$ cat src/rtl/atadma_pkg.sv
// Constants, types and helpers shared by the bus-master DMA control block
package atadma_pkg;

   // ----------------------------------------------------------------
   // Register word indices (byte address is four times the index)
   // ----------------------------------------------------------------
   localparam int unsigned IDX_W          = 10;
   localparam logic [9:0]  IDX_DMA_CMD    = 10'h000;
   localparam logic [9:0]  IDX_DMA_STAT   = 10'h002;
   localparam logic [9:0]  IDX_DESC_PTR   = 10'h004;
   localparam logic [9:0]  IDX_WAIT_TMR   = 10'h03C;
   localparam logic [9:0]  IDX_DECODE     = 10'h040;
   localparam logic [9:0]  IDX_LINE_STAT  = 10'h047;

   // ----------------------------------------------------------------
   // Field positions
   // ----------------------------------------------------------------
   localparam int unsigned CMD_GO_BIT     = 0;
   localparam int unsigned CMD_DIR_BIT    = 3;
   localparam int unsigned ST_ACT_BIT     = 0;
   localparam int unsigned ST_ERR_BIT     = 1;
   localparam int unsigned ST_IRQ_BIT     = 2;
   localparam int unsigned ST_WTO_BIT     = 3;
   localparam int unsigned DEC_PP0_BIT    = 2;
   localparam int unsigned DEC_PP1_BIT    = 6;
   localparam int unsigned DEC_EN_BIT     = 15;
   localparam int unsigned LN_ACKN_BIT    = 4;
   localparam int unsigned LN_INTRQ_BIT   = 5;
   localparam int unsigned LN_DMARQ_BIT   = 6;
   localparam int unsigned WT_EN_BIT      = 0;
   localparam int unsigned WT_LIM_LSB     = 8;
   localparam int unsigned WT_LIM_W       = 8;
   localparam int unsigned PTR_LSB        = 2;

   // ----------------------------------------------------------------
   // Reset values and constants
   // ----------------------------------------------------------------
   localparam logic [7:0]  WT_LIM_RST     = 8'hFF;
   localparam logic [29:0] PTR_RST        = 30'h0000_0000;
   localparam logic [29:0] DESC_STEP      = 30'h0000_0002;
   localparam logic [3:0]  PIN_RST        = 4'hC;

   // ----------------------------------------------------------------
   // Types and helpers
   // ----------------------------------------------------------------
   typedef enum logic [1:0] {
      ST_IDLE = 2'b00,
      ST_RUN  = 2'b01,
      ST_DONE = 2'b10
   } atadma_state_e;

   function automatic logic [31:0] atadma_merge(input logic [31:0] old_w,
                                                input logic [31:0] new_w,
                                                input logic [3:0]  sel);
      logic [31:0] res;
      res = old_w;
      for (int i = 0; i < 4; i++)
      begin
         if (sel[i])
         begin
            res[8*i +: 8] = new_w[8*i +: 8];
         end
      end
      return res;
   endfunction

endpackage

$ cat src/rtl/atadma_sync.sv
// Two-stage synchroniser for cable input pins
`timescale 1ns/100ps
`default_nettype none
module atadma_sync
   import atadma_pkg::*;
#(
   parameter int unsigned     W       = 4,
   parameter logic [W-1:0]    RST_VAL = '0
)(
   // Clock and reset
   input  wire logic          clk_i,
   input  wire logic          rst_i,
   // Pins and synchronised levels
   input  wire logic [W-1:0]  pin_i,
   output logic      [W-1:0]  level_o
);

   typedef struct packed {
      logic [W-1:0] stage1;
      logic [W-1:0] stage2;
   } atadma_sync_s;

   atadma_sync_s r;
   atadma_sync_s r_nxt;

   always_comb
   begin
      r_nxt        = r;
      r_nxt.stage1 = pin_i;
      r_nxt.stage2 = r.stage1;
   end

   always_ff @(posedge clk_i)
   begin
      if (rst_i)
      begin
         r <= {RST_VAL, RST_VAL};
      end
      else
      begin
         r <= r_nxt;
      end
   end

   assign level_o = r.stage2;

endmodule // atadma_sync
`default_nettype wire

$ cat src/rtl/atadma_wait_timer.sv
// Wait-line timeout counter for cable strobes
`timescale 1ns/100ps
`default_nettype none
module atadma_wait_timer
   import atadma_pkg::*;
(
   // Clock and reset
   input  wire logic                clk_i,
   input  wire logic                rst_i,
   // Configuration
   input  wire logic                enable_i,
   input  wire logic [WT_LIM_W-1:0] limit_i,
   // Cable state
   input  wire logic                strobe_i,
   input  wire logic                waiting_i,
   // Timeout event
   output logic                     timeout_o
);

   typedef struct packed {
      logic [WT_LIM_W-1:0] count;
      logic                fired;
      logic                pulse;
   } atadma_wt_s;

   atadma_wt_s r;
   atadma_wt_s r_nxt;

   always_comb
   begin
      r_nxt       = r;
      r_nxt.pulse = 1'b0;
      if (!enable_i || !strobe_i || !waiting_i)
      begin
         r_nxt.count = '0;
         r_nxt.fired = 1'b0;
      end
      else if (!r.fired)
      begin
         if (r.count == limit_i)
         begin
            r_nxt.fired = 1'b1;
            r_nxt.pulse = 1'b1;
         end
         else
         begin
            r_nxt.count = r.count + 1'b1;
         end
      end
   end

   always_ff @(posedge clk_i)
   begin
      if (rst_i)
      begin
         r <= '0;
      end
      else
      begin
         r <= r_nxt;
      end
   end

   assign timeout_o = r.pulse;

endmodule // atadma_wait_timer
`default_nettype wire

$ cat src/rtl/atadma_ctrl.sv
// Bus-master DMA control, status and cable decode registers
`timescale 1ns/100ps
`default_nettype none
module atadma_ctrl
   import atadma_pkg::*;
(
   // Clock and reset
   input  wire logic        clk_i,
   input  wire logic        rst_i,
   // Wishbone slave
   input  wire logic        wb_cyc_i,
   input  wire logic        wb_stb_i,
   input  wire logic        wb_we_i,
   input  wire logic [11:0] wb_adr_i,
   input  wire logic [3:0]  wb_sel_i,
   input  wire logic [31:0] wb_dat_i,
   output logic      [31:0] wb_dat_o,
   output logic             wb_ack_o,
   // Cable pins
   input  wire logic        dmarq_i,
   input  wire logic        intrq_i,
   input  wire logic        dma_ack_n_i,
   input  wire logic        device_wait_line_i,
   // Datapath events
   input  wire logic        region_done_i,
   input  wire logic        last_descriptor_mark_i,
   input  wire logic        buffer_fault_i,
   input  wire logic        cable_strobe_i,
   input  wire logic        pio_req_i,
   // Datapath control
   output logic             transfer_enable_o,
   output logic             transfer_direction_o,
   output logic             transfer_abort_o,
   output logic             channel_active_o,
   output logic [31:0]      descriptor_table_pointer_o,
   output logic             cable_decode_enable_o,
   output logic             pio_go_o,
   output logic             drive0_buffered_pio_o,
   output logic             drive1_buffered_pio_o
);

   // ----------------------------------------------------------------
   // State
   // ----------------------------------------------------------------
   typedef struct packed {
      logic                ack;
      logic [31:0]         rdata;
      atadma_state_e       st;
      logic                transfer_go;
      logic                transfer_direction;
      logic                channel_active;
      logic                buffer_fault_flag;
      logic                device_irq_flag;
      logic                wait_timeout_flag;
      logic [29:0]         ptr;
      logic                cable_decode_enable;
      logic                drive0_buffered_pio;
      logic                drive1_buffered_pio;
      logic                wt_en;
      logic [WT_LIM_W-1:0] wt_lim;
      logic                intrq_q;
      logic                abort;
   } atadma_ctrl_s;

   atadma_ctrl_s r;
   atadma_ctrl_s r_nxt;

   logic [3:0]        pins;
   logic              dmarq_s;
   logic              intrq_s;
   logic              ackn_s;
   logic              wait_s;
   logic              wt_fire;
   logic              req;
   logic              wr;
   logic [IDX_W-1:0]  idx;
   logic [31:0]       cmd_old;
   logic [31:0]       cmd_new;
   logic [31:0]       clr_mask;
   logic              go_set;
   logic              go_clr;
   logic              done_evt;
   logic [31:0]       rd_word;

   // ----------------------------------------------------------------
   // Pin synchronisers and wait timer
   // ----------------------------------------------------------------
   atadma_sync #(
      .W       (4),
      .RST_VAL (PIN_RST)
   ) u_sync (
      .clk_i   (clk_i),
      .rst_i   (rst_i),
      .pin_i   ({device_wait_line_i, dma_ack_n_i, intrq_i, dmarq_i}),
      .level_o (pins)
   );

   assign dmarq_s = pins[0];
   assign intrq_s = pins[1];
   assign ackn_s  = pins[2];
   assign wait_s  = pins[3];

   atadma_wait_timer u_wtmr (
      .clk_i     (clk_i),
      .rst_i     (rst_i),
      .enable_i  (r.wt_en),
      .limit_i   (r.wt_lim),
      .strobe_i  (cable_strobe_i),
      .waiting_i (!wait_s),
      .timeout_o (wt_fire)
   );

   // ----------------------------------------------------------------
   // Bus decode
   // ----------------------------------------------------------------
   assign req      = wb_cyc_i & wb_stb_i;
   assign wr       = req & wb_we_i & r.ack;
   assign idx      = wb_adr_i[11:2];
   assign clr_mask = atadma_merge(32'h0000_0000, wb_dat_i, wb_sel_i);

   always_comb
   begin
      cmd_old                = '0;
      cmd_old[CMD_GO_BIT]    = r.transfer_go;
      cmd_old[CMD_DIR_BIT]   = r.transfer_direction;
      cmd_new                = atadma_merge(cmd_old, wb_dat_i, wb_sel_i);
   end

   assign go_set = wr & (idx == IDX_DMA_CMD) & cmd_new[CMD_GO_BIT] & !r.transfer_go;
   assign go_clr = wr & (idx == IDX_DMA_CMD) & !cmd_new[CMD_GO_BIT] & r.transfer_go;

   // ----------------------------------------------------------------
   // Read mux
   // ----------------------------------------------------------------
   always_comb
   begin
      rd_word = '0;
      case (idx)
         IDX_DMA_CMD:
         begin
            rd_word[CMD_GO_BIT]  = r.transfer_go;
            rd_word[CMD_DIR_BIT] = r.transfer_direction;
         end
         IDX_DMA_STAT:
         begin
            rd_word[ST_ACT_BIT]  = r.channel_active;
            rd_word[ST_ERR_BIT]  = r.buffer_fault_flag;
            rd_word[ST_IRQ_BIT]  = r.device_irq_flag;
            rd_word[ST_WTO_BIT]  = r.wait_timeout_flag;
         end
         IDX_DESC_PTR:
         begin
            rd_word[31:PTR_LSB]  = r.ptr;
         end
         IDX_DECODE:
         begin
            rd_word[DEC_EN_BIT]  = r.cable_decode_enable;
            rd_word[DEC_PP0_BIT] = r.drive0_buffered_pio;
            rd_word[DEC_PP1_BIT] = r.drive1_buffered_pio;
         end
         IDX_LINE_STAT:
         begin
            rd_word[LN_DMARQ_BIT] = dmarq_s;
            rd_word[LN_INTRQ_BIT] = intrq_s;
            rd_word[LN_ACKN_BIT]  = ackn_s;
         end
         IDX_WAIT_TMR:
         begin
            rd_word[WT_EN_BIT]                     = r.wt_en;
            rd_word[WT_LIM_LSB +: WT_LIM_W]        = r.wt_lim;
         end
         default:
         begin
            rd_word = '0;
         end
      endcase
   end

   // ----------------------------------------------------------------
   // Next state
   // ----------------------------------------------------------------
   always_comb
   begin
      r_nxt       = r;
      done_evt    = 1'b0;
      r_nxt.abort = 1'b0;
      r_nxt.ack   = req & !r.ack;
      if (req & !r.ack)
      begin
         r_nxt.rdata = rd_word;
      end
      r_nxt.intrq_q = intrq_s;

      // Transfer sequencing
      case (r.st)
         ST_IDLE:
         begin
            if (go_set)
            begin
               r_nxt.st             = ST_RUN;
               r_nxt.channel_active = 1'b1;
            end
         end
         ST_RUN:
         begin
            if (go_clr)
            begin
               r_nxt.st             = ST_IDLE;
               r_nxt.channel_active = 1'b0;
               r_nxt.abort          = !r.device_irq_flag;
            end
            else if (region_done_i)
            begin
               if (last_descriptor_mark_i)
               begin
                  r_nxt.st             = ST_DONE;
                  r_nxt.channel_active = 1'b0;
                  done_evt             = 1'b1;
               end
               else
               begin
                  r_nxt.ptr = r.ptr + DESC_STEP;
               end
            end
         end
         ST_DONE:
         begin
            if (go_clr)
            begin
               r_nxt.st = ST_IDLE;
            end
         end
         default:
         begin
            r_nxt.st = ST_IDLE;
         end
      endcase

      // Register writes
      if (wr)
      begin
         case (idx)
            IDX_DMA_CMD:
            begin
               r_nxt.transfer_go        = cmd_new[CMD_GO_BIT];
               r_nxt.transfer_direction = cmd_new[CMD_DIR_BIT];
            end
            IDX_DESC_PTR:
            begin
               r_nxt.ptr = 30'(atadma_merge({r.ptr, 2'b00}, wb_dat_i, wb_sel_i) >> PTR_LSB);
            end
            IDX_DECODE:
            begin
               r_nxt.cable_decode_enable = wb_sel_i[1] ? wb_dat_i[DEC_EN_BIT] : r.cable_decode_enable;
               r_nxt.drive0_buffered_pio = wb_sel_i[0] ? wb_dat_i[DEC_PP0_BIT] : r.drive0_buffered_pio;
               r_nxt.drive1_buffered_pio = wb_sel_i[0] ? wb_dat_i[DEC_PP1_BIT] : r.drive1_buffered_pio;
            end
            IDX_WAIT_TMR:
            begin
               r_nxt.wt_en  = wb_sel_i[0] ? wb_dat_i[WT_EN_BIT] : r.wt_en;
               r_nxt.wt_lim = wb_sel_i[1] ? wb_dat_i[WT_LIM_LSB +: WT_LIM_W] : r.wt_lim;
            end
            default:
            begin
               r_nxt.transfer_go = r_nxt.transfer_go;
            end
         endcase
      end

      // Sticky flags, set beats clear
      r_nxt.wait_timeout_flag = (r.wait_timeout_flag
                                 & !(wr & (idx == IDX_DMA_STAT) & clr_mask[ST_WTO_BIT]))
                                | wt_fire;
      r_nxt.device_irq_flag   = (r.device_irq_flag
                                 & !(wr & (idx == IDX_DMA_STAT) & clr_mask[ST_IRQ_BIT]))
                                | (intrq_s & !r.intrq_q)
                                | done_evt;
      r_nxt.buffer_fault_flag = (r.buffer_fault_flag
                                 & !(wr & (idx == IDX_DMA_STAT) & clr_mask[ST_ERR_BIT]))
                                | buffer_fault_i;
   end

   always_ff @(posedge clk_i)
   begin
      if (rst_i)
      begin
         r        <= '0;
         r.st     <= ST_IDLE;
         r.ptr    <= PTR_RST;
         r.wt_lim <= WT_LIM_RST;
      end
      else
      begin
         r <= r_nxt;
      end
   end

   // ----------------------------------------------------------------
   // Outputs
   // ----------------------------------------------------------------
   assign wb_dat_o                   = r.rdata;
   assign wb_ack_o                   = r.ack;
   assign transfer_enable_o          = r.transfer_go & (r.st == ST_RUN);
   assign transfer_direction_o       = r.transfer_direction;
   assign transfer_abort_o           = r.abort;
   assign channel_active_o           = r.channel_active;
   assign descriptor_table_pointer_o = {r.ptr, 2'b00};
   assign cable_decode_enable_o      = r.cable_decode_enable;
   assign pio_go_o                   = pio_req_i & r.cable_decode_enable;
   assign drive0_buffered_pio_o      = r.drive0_buffered_pio;
   assign drive1_buffered_pio_o      = r.drive1_buffered_pio;
endmodule // atadma_ctrl
`default_nettype wire

$ cat config.mk
export PLATFORM = sky130hd
export DESIGN_NAME = atadma_ctrl
export DESIGN_NICKNAME = d
export VERILOG_FILES = /design/src/rtl/atadma_pkg.sv /design/src/rtl/atadma_sync.sv /design/src/rtl/atadma_wait_timer.sv /design/src/rtl/atadma_ctrl.sv
export SDC_FILE = /design/constraint.sdc
export NUM_CORES = 1
export LEC_CHECK = 0
export BUFFER_PORTS_ARGS = -buffer_cell sky130_fd_sc_hd__buf_2
export CAP_MARGIN = 25
export CORE_MARGIN = 3
export CORE_UTILIZATION = 58
export CTS_CLUSTER_DIAMETER = 80
export DETAILED_ROUTE_END_ITERATION = 8
export PLACE_DENSITY = 0.95
export SLEW_MARGIN = 15
export SYNTH_ARGS = -nofsm -noshare
export SYNTH_HDL_FRONTEND = slang
export SYNTH_SLANG_ARGS = --single-unit
export TNS_END_PERCENT = 50
$ cat constraint.sdc
create_clock -name clk_i -period 6.4 [get_ports clk_i]
set_clock_uncertainty 0.2 [all_clocks]
set_input_delay 0.32 -clock clk_i [delete_from_list [all_inputs] [get_ports clk_i]]
set_output_delay 0.32 -clock clk_i [all_outputs]
set_load 0.03 [all_outputs]
==> results_dict.tcl <==
set metrics [dict create \
    clock_latency_ns 0.37 \
    antenna_found_initial 0 \
    drv_cap 0 \
    synth_area_leader_cell "dfxtp_1" \
    seq_area_frac_synth 0.381 \
    core_mm2 0.00889 \
    wire_per_inst_um 17.5 \
    place_ws_ns 3.48 \
    required_ns 6.43 \
    fmax_mhz 386 \
    startpoint "wb_adr_i[3]" \
    drt-initial-drc-count 467 \
    worstHoldStart "wb_dat_i[6]" \
    finish.instance_area_mm2 0.00588 \
    gr-total-overflow 0 \
    finalCritPeriodShare 0.405 \
    nFillCells 714 \
    setup_tns_ns 0 \
    cts_setup_buffers 0 \
    rsz0062_at_grt "no" \
    peakVddDrop_mv 0.129 \
    period_needed_ns 2.59 \
    finalMaxSlewViolations 0 \
    syn_area_mm2 0.00541 \
    relSlewSlack 0.446 \
    ant_nets 0 \
    final_hold_viol_count 0 \
    crit_path_top_delay_cell "nor4_4" \
    max_stage_delay_ns 0.82 \
    clock-sinks 103 \
    cp.arrival_ns 2.62 \
    avgSynthCellArea_um2 8.48 \
    clk_pin_slew_worst_paths_ns 0.11 \
    tightestPinTransition_ns 0.825 \
    cpLargestDelayFamily "simple AND/OR/NAND/NOR gates" \
    hpwl_um 10300 \
    dieArea_mm2 0.0105 \
    use_met1 0.327 \
    h-tree-depth 3 \
    gp_routability_congestion 0.938 \
    drive_above_1_share 0.261 \
    path_depth 7 \
    path_buf_inv 1 \
    grt_max_degree 76 \
    grt_pass1_vias 4590 \
    grt_use_total 0.261 \
    initial_core_util 0.608 \
    ys_async_sr_fraction 0 \
    holdBufCountCts 10 \
    dp.cells 784 \
    nets 761 \
    ys_types 61 \
    synth.most_common_cell "dfxtp_1" \
    ctsResizeCount 0 \
    grt_busiest_layer "met2" \
    grt_first_pass_wirelength_um 21800 \
    synth_edf_count 0 \
    clockBufferDepth 2 \
    root_buffer "clkbuf_8" \
    met3_usage 0.0453 \
    num_vias 4983 \
    seq_area_mm2 0.00206 \
    r2r-start "wb_ack_o$_SDFF_PP0_" \
    setup_viol 0 \
    drc 0 \
    end_kind "flop" \
    finalPower_mw 1.14 \
    cts_inserted_buffers 9 \
    crit_fanout 13 \
    synth_seq_cells 103 \
    r2r_end "descriptor_table_pointer_o[29]$_SDFFE_PP0P_" \
    netlist_instances 638 \
    synth_top_flop_cell "dfxtp_1" \
    die_width_um 103 \
    multiInputGateArea_mm2 0.00270 \
    via_per_inst 6.15 \
    worstSetupEndpoint "descriptor_table_pointer_o[5]$_SDFFE_PP0P_" \
    layout_setup_ws_ns 3.81 \
    rows 34 \
    yosys_warnings 0 \
    p_leak_nw 2.30 \
    synthTopCellsByCount "103 x dfxtp_1, 66 x buf_4, 63 x nor2_1" \
    first_pass_iters 5 \
    power_density_mw_per_mm2 195 \
    status "completed" \
    instances_no_fill 810 \
    hp-class "input pin to flop" \
    finalWirelength_um 14200 \
    regToRegSetupSlack_ns 3.84 \
    crit_chain "buf_2, or3b_1, nor4_4, and2_1, a21oi_1, a221oi_2, nor2_1" \
    place_area_mm2 0.00559 \
    diodes 0 \
    synth_top_cell_area_share 0.381 \
    fp.dieH_um 103 \
    rr_worst_depth 6 \
    met2_usage 0.439 \
    port_buffers 130 \
    ioPinCount 135 \
    cts_tree "done" \
    synth_area_leaders "dfxtp_1 38%, buf_4 9.2%, a21oi_1 5.0%" \
    worstSetupStartpointType "input pin" \
    area_growth_pct 8.77 \
    critical_path_class "input pin to flop" \
]
[stage by stage]
| stage | hold slack (ns) | utilization |
|---|---|---|
| 3_3_place_gp | 0.197 | 0.629 |
| 2_1_floorplan | 0.189 | - |
| 5_1_grt | 0.0195 | 0.662 |
| 3_5_place_dp | 0.208 | 0.629 |
| 4_1_cts | 0.00957 | 0.662 |
| 6_report | 0.0192 | 0.662 |
[kinds of logic (layout without fill, tap and decap cells)]
logic type                 Yosys count  in the layout  share of synthesized area
other                                1              2                   0.000693
buffers and inverters              102            165                      0.121
xor gates and xnor gates            27             27                     0.0437
muxes                               24             24                     0.0460
DFF                                103            103                      0.381
adders and majority gates            2              2                    0.00463
AOI/OAI and AO/OA                  121            121                      0.146
and+or+nand+nor                    258            258                      0.257
[worst register-to-register path, delay by kind of cell, from the launching register on]
kind	cells	cell delay (ns)
AO/OA/AOI/OAI	2	0.75
AND/OR/NAND/NOR	3	0.92
XOR/XNOR	1	0.16
flip-flops	1	0.44
[state kept, by name, indices dropped and copies added, names as in the netlist, 4 cells and up]
register,cells
descriptor_table_pointer_o,30
r,15
u_sync.r,4
u_sync.level_o,4
u_wtmr.r,9
wb_dat_o,32
[layout make-up]
type,instances,area share
inverters,6,0.00383
flip-flops and latches,103,0.350
well taps,108,0.0230
multi-input cells,434,0.459
repair buffers,143,0.131
clock buffers,10,0.0234
clock inverters,6,0.00872
[layout by cell type, fill, tap and decap left out, drive strengths merged, types with 7 or more instances in the layout]
| master | n |
|---|---|
| o21ai | 21 |
| clkbuf | 10 |
| dlygate4sd3 | 10 |
| mux2 | 7 |
| xnor2 | 9 |
| nor4 | 13 |
| inv | 9 |
| nor2b | 7 |
| mux2i | 17 |
| a21oi | 54 |
| nor2 | 63 |
| xor2 | 18 |
| nand4 | 13 |
| a221oi | 15 |
| nand3 | 40 |
| buf | 133 |
| dfxtp | 103 |
| nand2 | 53 |
| a211oi | 7 |
| nor3 | 29 |
[how the worst min path moves through the flow]
stage                                          to  depth (start not counted)
2_1_floorplan        u_sync.level_o[2]$_SDFF_PP1_                          1
3_3_place_gp         u_sync.level_o[3]$_SDFF_PP1_                          1
3_5_place_dp         u_sync.level_o[3]$_SDFF_PP1_                          1
4_1_cts        drive1_buffered_pio_o$_SDFFE_PP0P_                          3
5_1_grt                         r[7]$_SDFFE_PP1P_                          3
6_report       drive1_buffered_pio_o$_SDFFE_PP0P_                          3
[where the power goes]
| group | switching [mW] | internal, mW | leakage, nW |
|---|---|---|---|
| registers | 0.00428 | 0.649 | 0.834 |
| logic | 0.0607 | 0.0358 | 1.37 |
| clock network | 0.237 | 0.158 | 0.0939 |
[layer usage]
metal  share of wire  routed length (um)
met5               0                   0
met4           0.032                 454
met3           0.081                1150
met2            0.48                6850
met1            0.40                5700
Note: power is estimated with default switching activity, not from simulation.
